**src/rtl/sbr_pkg.sv**
```systemverilog
// package for standby and reset control: constants, states, carriers
// Behaviour
// - halt mode gates the cpu clock while the rest of the chip runs
// - stop mode stops the main oscillator and all main-clocked functions
// - in stop mode only the subsystem clock keeps running
// - on subsystem clock, writing 1 to control bit 7 stops main clock
// - stop instruction is not usable while main clock is stopped by control bit
// - after reset or stop release, wait stabilization before using main clock
// - external reset pin asserted puts the device in reset
// - watchdog runaway detection generates an internal reset
// - subsystem clock is 32.768 kHz, 122 us instruction time
package sbr_pkg;
   localparam int CLK_HZ = 25000000;
   localparam int SUB_CLK_HZ = 32768;
   localparam int SUB_INSN_NS = 122000;
   localparam int OSC_STAB_US = 4000;
   localparam int OSC_STAB_CYC = (OSC_STAB_US * (CLK_HZ / 1000000));
   localparam int MAIN_STOP_BIT = 7;
   localparam int CPU_SUB_SEL_BIT = 4;
   localparam logic [7:0] PCC_RESET = 8'h00;
   localparam int SYNC_STAGES = 3;

   typedef enum logic [2:0] {
      SBR_ST_STAB,
      SBR_ST_RUN,
      SBR_ST_HALT,
      SBR_ST_STOP
   } sbr_state_type;

   typedef struct packed {
      logic halt_cmd;
      logic stop_cmd;
      logic pcc_we;
      logic [7:0] pcc_wdata;
   } sbr_cmd_type;

   typedef struct packed {
      logic cpu_clk_en;
      logic main_osc_en;
      logic main_clk_en;
      logic sub_clk_en;
      logic sys_rst_n;
   } sbr_ctl_type;
endpackage

```
**src/rtl/sbr_ctrl.sv**
```systemverilog
// standby and reset control: halt/stop modes, main clock stop bit, reset merge
`timescale 1ns/1ps
module sbr_ctrl #(
   parameter int STAB_CYC = sbr_pkg::OSC_STAB_CYC
) (
   input wire logic clk,                  // main system clock
   input wire logic rst_n,                // power-on reset, active low
   input wire logic reset_pin_n,          // external reset pin, active low
   input wire logic wdt_runaway,          // watchdog runaway pulse
   input wire logic irq_pending,          // unmasked interrupt request level
   input wire sbr_pkg::sbr_cmd_type cmd,  // cpu instruction and register write
   output sbr_pkg::sbr_ctl_type ctl,      // clock gates and reset out
   output logic [7:0] pcc_rdata,          // processor clock control readback
   output logic standby,                  // either standby mode active
   output logic stab_busy                 // stabilization wait running
);
   localparam int CW = $clog2(STAB_CYC + 1);
   localparam logic [CW-1:0] STAB_LAST = CW'(STAB_CYC - 1);

   sbr_pkg::sbr_state_type state_r, state_nxt;
   logic [7:0] pcc_r, pcc_nxt;
   logic [CW-1:0] cnt_r, cnt_nxt;
   logic wdt_rst_r;
   logic pin_sync;

   sbr_sync #(.RESET_VAL(1'b0)) u_pin_sync (
      .clk(clk),
      .rst_n(rst_n),
      .din(reset_pin_n),
      .dout(pin_sync)
   );

   // any reset source, pin or watchdog
   wire pin_rst = !pin_sync;
   wire any_rst = pin_rst || wdt_rst_r;
   wire on_sub = pcc_r[sbr_pkg::CPU_SUB_SEL_BIT];
   wire main_stopped = pcc_r[sbr_pkg::MAIN_STOP_BIT];
   wire stop_ok = cmd.stop_cmd && !main_stopped;
   wire stab_done = (cnt_r == STAB_LAST);
   // stop bit only lands while cpu stays on subsystem clock
   wire sub_wr_ok = !cmd.pcc_wdata[sbr_pkg::MAIN_STOP_BIT] ||
      (on_sub && cmd.pcc_wdata[sbr_pkg::CPU_SUB_SEL_BIT]);

   always_comb begin
      state_nxt = state_r;
      cnt_nxt = cnt_r;
      pcc_nxt = pcc_r;
      if (cmd.pcc_we && state_r == sbr_pkg::SBR_ST_RUN && sub_wr_ok) begin
         pcc_nxt = cmd.pcc_wdata;
      end
      case (state_r)
         sbr_pkg::SBR_ST_STAB: begin
            cnt_nxt = CW'(cnt_r + 1'b1);
            if (stab_done) begin
               state_nxt = sbr_pkg::SBR_ST_RUN;
            end
         end
         sbr_pkg::SBR_ST_RUN: begin
            if (stop_ok) begin
               state_nxt = sbr_pkg::SBR_ST_STOP;
            end else if (cmd.halt_cmd) begin
               state_nxt = sbr_pkg::SBR_ST_HALT;
            end
         end
         sbr_pkg::SBR_ST_HALT: begin
            if (irq_pending) begin
               state_nxt = sbr_pkg::SBR_ST_RUN;
            end
         end
         sbr_pkg::SBR_ST_STOP: begin
            if (irq_pending) begin
               state_nxt = sbr_pkg::SBR_ST_STAB;
               cnt_nxt = '0;
            end
         end
         default: begin
            state_nxt = sbr_pkg::SBR_ST_STAB;
            cnt_nxt = '0;
         end
      endcase
      if (any_rst) begin
         state_nxt = sbr_pkg::SBR_ST_STAB;
         cnt_nxt = '0;
         pcc_nxt = sbr_pkg::PCC_RESET;
      end
   end

   always_ff @(posedge clk or negedge rst_n) begin
      if (!rst_n) begin
         state_r <= sbr_pkg::SBR_ST_STAB;
         cnt_r <= '0;
         pcc_r <= sbr_pkg::PCC_RESET;
         wdt_rst_r <= 1'b0;
      end else begin
         state_r <= state_nxt;
         cnt_r <= cnt_nxt;
         pcc_r <= pcc_nxt;
         wdt_rst_r <= wdt_runaway;
      end
   end

   wire in_stop = (state_r == sbr_pkg::SBR_ST_STOP);
   wire in_halt = (state_r == sbr_pkg::SBR_ST_HALT);
   wire in_stab = (state_r == sbr_pkg::SBR_ST_STAB);
   wire osc_on = !in_stop && !main_stopped;
   wire sys_rst_n_int = !any_rst && !in_stab;

   always_comb begin
      ctl.cpu_clk_en = !in_halt && !in_stop && !in_stab;
      ctl.main_osc_en = osc_on;
      ctl.main_clk_en = osc_on && !in_stab;
      ctl.sub_clk_en = 1'b1;
      ctl.sys_rst_n = sys_rst_n_int;
   end

   assign pcc_rdata = pcc_r;
   assign standby = in_halt || in_stop;
   assign stab_busy = in_stab;

   a_halt_gates_cpu: assert property (@(posedge clk) disable iff (!rst_n)
      in_halt |-> !ctl.cpu_clk_en && (ctl.main_clk_en == !main_stopped))
      else $error("cpu clock not gated in halt");
   a_stop_osc_off: assert property (@(posedge clk) disable iff (!rst_n)
      in_stop |-> !ctl.main_osc_en && !ctl.main_clk_en)
      else $error("main oscillator running in stop");
   a_sub_runs: assert property (@(posedge clk) disable iff (!rst_n)
      in_stop |-> ctl.sub_clk_en)
      else $error("subsystem clock off in stop");
   a_mcc_stops_osc: assert property (@(posedge clk) disable iff (!rst_n)
      main_stopped |-> !ctl.main_osc_en && on_sub)
      else $error("main clock runs with stop bit set");
   a_stop_refused: assert property (@(posedge clk) disable iff (!rst_n)
      (state_r == sbr_pkg::SBR_ST_RUN && main_stopped && !any_rst && !cmd.halt_cmd)
      |=> state_r == sbr_pkg::SBR_ST_RUN)
      else $error("stop entered with main clock stopped");
   a_stab_wait: assert property (@(posedge clk) disable iff (!rst_n)
      (in_stab && cnt_r == '0 && !any_rst) |-> !ctl.main_clk_en [*8])
      else $error("main clock used before stabilization");
   a_pin_reset: assert property (@(posedge clk) disable iff (!rst_n)
      $fell(pin_sync) |=> in_stab && pcc_r == sbr_pkg::PCC_RESET)
      else $error("pin reset not taken");
   a_wdt_reset: assert property (@(posedge clk) disable iff (!rst_n)
      wdt_runaway |=> !ctl.sys_rst_n ##1 in_stab)
      else $error("watchdog reset not taken");
   a_halt_entry: assert property (@(posedge clk) disable iff (!rst_n)
      (state_r == sbr_pkg::SBR_ST_RUN && cmd.halt_cmd && !cmd.stop_cmd && !any_rst)
      |=> in_halt)
      else $error("halt instruction ignored");
   a_halt_wake: assert property (@(posedge clk) disable iff (!rst_n)
      (in_halt && irq_pending && !any_rst) |=> state_r == sbr_pkg::SBR_ST_RUN)
      else $error("halt not released by interrupt");
   a_stop_wake: assert property (@(posedge clk) disable iff (!rst_n)
      (in_stop && irq_pending && !any_rst) |=> in_stab && cnt_r == '0)
      else $error("stop not released by interrupt");
   a_rst_clears_pcc: assert property (@(posedge clk) disable iff (!rst_n)
      any_rst |=> pcc_r == sbr_pkg::PCC_RESET && in_stab)
      else $error("reset left control bits set");
endmodule

```
**src/rtl/sbr_sync.sv**
```systemverilog
// three-stage synchroniser with agreement filter for a pin input
`timescale 1ns/1ps
module sbr_sync #(
   parameter logic RESET_VAL = 1'b0
) (
   input wire logic clk,        // system clock
   input wire logic rst_n,      // async reset, active low
   input wire logic din,        // asynchronous input
   output logic dout            // filtered level
);
   logic s1_r;
   logic s2_r;
   logic s3_r;
   logic dout_r;
   wire agree = (s2_r == s3_r);

   always_ff @(posedge clk or negedge rst_n) begin
      if (!rst_n) begin
         s1_r <= RESET_VAL;
         s2_r <= RESET_VAL;
         s3_r <= RESET_VAL;
         dout_r <= RESET_VAL;
      end else begin
         s1_r <= din;
         s2_r <= s1_r;
         s3_r <= s2_r;
         if (agree) begin
            dout_r <= s3_r;
         end
      end
   end

   assign dout = dout_r;
endmodule

```
**config.mk**
```make
export PLATFORM = sky130hd
export DESIGN_NAME = sbr_ctrl
export DESIGN_NICKNAME = d
export VERILOG_FILES = /design/src/rtl/sbr_pkg.sv /design/src/rtl/sbr_ctrl.sv /design/src/rtl/sbr_sync.sv
export SDC_FILE = /design/constraint.sdc
export NUM_CORES = 1
export LEC_CHECK = 0
export ABC_AREA = 1
export BUFFER_PORTS_ARGS = -buffer_cell sky130_fd_sc_hd__buf_2
export CORE_ASPECT_RATIO = 0.7
export CORE_UTILIZATION = 30
export CTS_CLUSTER_SIZE = 16
export DETAILED_ROUTE_END_ITERATION = 6
export GPL_TIMING_DRIVEN = 1
export PLACE_DENSITY = 0.55
export SKIP_CTS_REPAIR_TIMING = 1
export SYNTH_ARGS = -nofsm -noshare
export SYNTH_HDL_FRONTEND = slang
export SYNTH_SLANG_ARGS = --single-unit
```
**constraint.sdc**
```tcl
create_clock -name clk -period 1.34 [get_ports clk]
set_input_delay 0.134 -clock clk [delete_from_list [all_inputs] [get_ports clk]]
set_output_delay 0.134 -clock clk [all_outputs]
set_load 0.05 [all_outputs]
```
# Word level (Yosys, flattened, before mapping)
# Cells that the tools add are included.
word_totals:
  ff_bits: 33
  latch_bits: 0
  mem_bits_rw: 0
  mem_bits_ro: 0
  mem_count: 0
op_classes:
  n_addsub: 1
  multipliers: 0
  div: 0
  n_lt_le_gt_ge: 0
  eq_ne: 10
  shift: 0
  n_mux: 12
  bitwise: 0
  n_reduce_logical: 24
op_table:
  columns: ["operator", "n"]
  rows:
  - ["17-bit one-hot mux with 3 select lines", 1]
  - ["17-bit 2-to-1 mux", 2]
  - ["3-bit 2-to-1 mux", 6]
  - ["17-bit by 1-bit adder with 17-bit output, second input constant", 1]
  - ["17-bit == test, second input constant", 1]
  - ["8-bit 2-to-1 mux", 2]
  - ["3-bit one-hot mux with 4 select lines", 1]
  - ["1-bit logical AND", 9]
  - ["3-bit != test, second input constant", 3]
  - ["1-bit logical NOT", 7]
  - ["3-bit by 2-bit == test with 1-bit output, second input constant", 2]
  - ["4-bit != test, second input constant", 1]
  - ["4-bit AND reduction", 1]
  - ["3-bit by 1-bit == test with 1-bit output, second input constant", 1]
  - ["3-bit logical NOT", 1]
  - ["1-bit logical OR", 3]
  - ["2-bit by 1-bit != test with 1-bit output, second input constant", 1]
  - ["2-bit AND reduction", 1]
  - ["2-bit nonzero test", 1]
  - ["2-bit OR reduction", 1]
  - ["1-bit == test", 1]

# Logic depth before layout (Yosys ltp)
depth:
  ltp_word: 5
  mapped_depth: 11
  depth_no_buf: 11

# By module
# Synthesis repeated with hierarchy kept, for this count alone.
unflattened:
  cells_unflattened: 226
  hier_area_um2: 1899.3
by_module_without_submodules:
  columns: ["module", "instances", "cells_each", "area_per_inst_um2", "seq_area_each_um2"]
  rows:
  - ["sbr_ctrl", 1, 218, 1783.0, 700.7]
  - ["sbr_sync", 1, 8, 116.4, 100.1]

# Worst setup path after synthesis
# OpenSTA, ideal clock, no wires.
synth_timing:
  kind: "reg2out"
  from: "register state_r[0]"
  to: "output port ctl[2] in the netlist's numbering"
  arrival_ns: 1.998
  required_time_ns: 1.206
  slack_ns: -0.792
  stages_incl_launch_ff: 4
  path_buffers: 0
  cell_sequence: "dfrtp_1 > inv_1 > ha_1 > nor3_1"
synth_rtl:
  columns: ["item", "line", "source"]
  rows:
  - ["start: declaration", "sbr_ctrl.sv:20", "sbr_pkg::sbr_state_type state_r, state_nxt;"]
  - ["start signal: assignment", "sbr_ctrl.sv:90", "state_r <= sbr_pkg::SBR_ST_STAB;"]
  - ["start signal: assignment", "sbr_ctrl.sv:95", "state_r <= state_nxt;"]
  - ["end: declaration", "sbr_ctrl.sv:12", "output sbr_pkg::sbr_ctl_type ctl,"]

==> qor.yml <==
outcome:
  status: "finished, violations left"
  violations: "setup timing"
setup_path:
  critical_path.startpoint: "state_r[1]$_DFFE_PN0P_"
  rr_startpoint: "state_r[0]$_DFFE_PN0P_"
  critical_path_peak_fanout: 4
  cp-end-kind: "primary output"
  start_kind: "flop"
  path_class: "reg2out"
  cp_data_arrival_time_ns: 1.44
  worstPathRequired_ns: 1.21
  reg2reg_slack_ns: -0.22
clock_tree:
  cts.sinks: 32
  clkTransAtPathRegs_ns: 0.08
  numCtsBuffers: 5
  clk_latency_ns: 0.29
  root_buffer: "clkbuf_8"
  tritoncts: "yes"
  clockBufferDepth: 2
  htree_levels: 2
min_path:
  min_path_type: "in2reg"
  min_from: "cmd[5]"
route:
  wire_per_inst_um: 11.7
  wl_met1_um: 2130
  route.detailed.drc: 0
  drt_wl_total_um: 4070
  top_layer: "met4"
  dr_total_vias: 1571
  drt_pass1_iterations: 4
  drt_iter0_markers: 45
  via_per_inst: 4.50
  dr_wl_met3_um: 125
  wl_met2_um: 1780
  drtAntennaViolNets: 0
power:
  vdd_ir_drop_max_mv: 0.440
  power_mw: 2.43
  p_leak_nw: 1.19
  powerDensity_nw_per_um2: 941
placed_design:
  gp_congestion: 0.759
  post-place-ws_ns: -0.184
  port_buffers: 29
  place_area_um2: 2060
  dp_hpwl_um: 2820
  placed_cells: 326
global_route:
  grt_antenna_before_repair: 0
  first_global_vias: 1352
  grt_max_degree: 18
  grt_pass1_wl_um: 6440
  track_usage_pct: 13.9
  overflow: 0
die:
  rows: 22
  die_x_um: 92.1
  io-pin-count: 31
  die_y_um: 65.1
  initial_utilization_pct: 31.7
  core-area_um2: 5370
  die-area_um2: 5990
job:
  cap_violations: 0
sta:
  max_freq_mhz: 636
  hold_viol: 0
  fin_skew_ns: 0.00592
  drv_slew: 0
  layout_min_cycle_time_ns: 1.57
  finalWorstSetupSlack_ns: -0.233
  finalCritPeriodShare_pct: 117
  rsz0062_at_grt: "yes"
  finalSetupViolCount: 24
cells_and_area:
  final_cell_area_um2: 2590
  drive_above_1_share_pct: 45.8
  diodes: 0
  finish.utilization_pct: 48.2
  fin_cells: 349
  fin_nets: 298
  area_growth_pct: 51.8
synth:
  synth_cells: 215
  synth_area_um2: 1700
  synth_area_leader_cell: "dfrtp_1"
  syn_nets: 237
  synth_cell_types: 28
  ys_ff_latch: 32
  netlist_top_cells_area: "dfrtp_1 (47%), nand2_1 (8.6%), inv_1 (7.7%), nor2_1 (6.4%), ha_1 (4.4%)"
  synth-seq-area-share_pct: 47.0
  avgSynthCellArea_um2: 7.93
  ys_warn_count: 0
  netlist.area_leader.share_pct: 47.0
cell type report:
type                    count  area (um2)
fillers                   521        2780
clock inverters             3        23.8
clock buffers               5        68.8
multi-input cells         142         982
flip-flops and latches     32         806
repair buffers             59         473
well taps                  72        90.1
inverters                  36         143
worst max-delay path, stage by stage, from the launching register on:
cell,delay (ns)
dfrtp_2,0.45
ha_2,0.20
buf_4,0.15
nor3_4,0.17
buf_6,0.18
state kept, by name (all words and copies together) (netlist names):
name / cells
pcc_rdata: 8
u_pin_sync.s1_r: 1
state_r: 2
wdt_rst_r: 1
u_pin_sync.s2_r: 1
cnt_r: 17
u_pin_sync.s3_r: 1
u_pin_sync.dout: 1
cells in the final DEF, fill, tap and decap left out, types with 2 or more instances in the layout:
cell           synthesis  layout
nand2_1               39      35
dfrtp_1               32      28
inv_1                 35      27
buf_2                  1      23
nor2_1                29      19
buf_4                  4      17
nand3_1               14      12
buf_6                  0      12
o21ai_2                0      11
nor2_4                 2      10
a21oi_1               11       8
inv_2                  1       7
nor2_2                 4       6
nand4_1                5       5
o21ai_1                5       5
ha_4                   0       5
clkbuf_8               0       5
nand2_4                1       4
dfrtp_2                0       4
nand2_2                2       3
nand3_2                1       3
a21oi_2                0       3
dlygate4sd3_1          0       3
buf_8                  0       3
o21ai_0               13       2
clkinvlp_4             0       2
cell usage after synthesis (all sizes together):
cell type / count
buf: 5
a22o: 1
nor2: 35
nand4: 6
nand3b: 1
or2: 1
nor3: 1
conb: 1
inv: 36
dfrtp: 32
nand2: 42
nor3b: 1
a21oi: 11
o22ai: 1
o21ai: 18
o31ai: 1
maj3: 1
ha: 6
nand3: 15
where the power goes:
group | leakage [nW] | internal, mW | switching (mW)
sequential | 0.427 | 0.991 | 0.0240
clock | 0.0404 | 0.368 | 0.403
combinational | 0.725 | 0.289 | 0.359
total | 1.19 | 1.65 | 0.786
routing by layer:
metal  up-vias  track usage, %
li1        800               -
met1       746            20.4
met2        20            19.3
met3         5            3.52
met4         0            5.27
met5         -               0
cells by family after synthesis:
group	after synthesis	share of synthesized area (%)
AOI/OAI and AO/OA	32	9.84
and+or+nand+nor	102	28.0
buffers and inverters	41	9.99
adders and majority gates	7	4.99
DFF	32	47.0
other	1	0.220
through the flow:
| stage | TNS (ns) | hold slack [ns] |
|---|---|---|
| after floorplan | -0.488 | -0.162 |
| after global placement | -1.93 | 0.0891 |
| after detailed placement | -2.47 | 0.0863 |
| after CTS | -4.19 | -0.229 |
| after global routing | -5.44 | 0.0727 |
| final | -3.42 | 0.0733 |
path summary, 6_finish.rpt:
path                                              to  cells after the start
max                                           ctl[2]                      4
min                         pcc_rdata[5]$_DFFE_PN0P_                      3
max reg2reg                     cnt_r[7]$_DFFE_PN0P_                      9
min reg2reg                u_pin_sync.s2_r$_DFF_PN0_                      0
max in group asynchronous     state_r[0]$_DFFE_PN0P_                      3
min in group asynchronous   pcc_rdata[0]$_DFFE_PN0P_                      2
(Power assumes the default switching activity.)
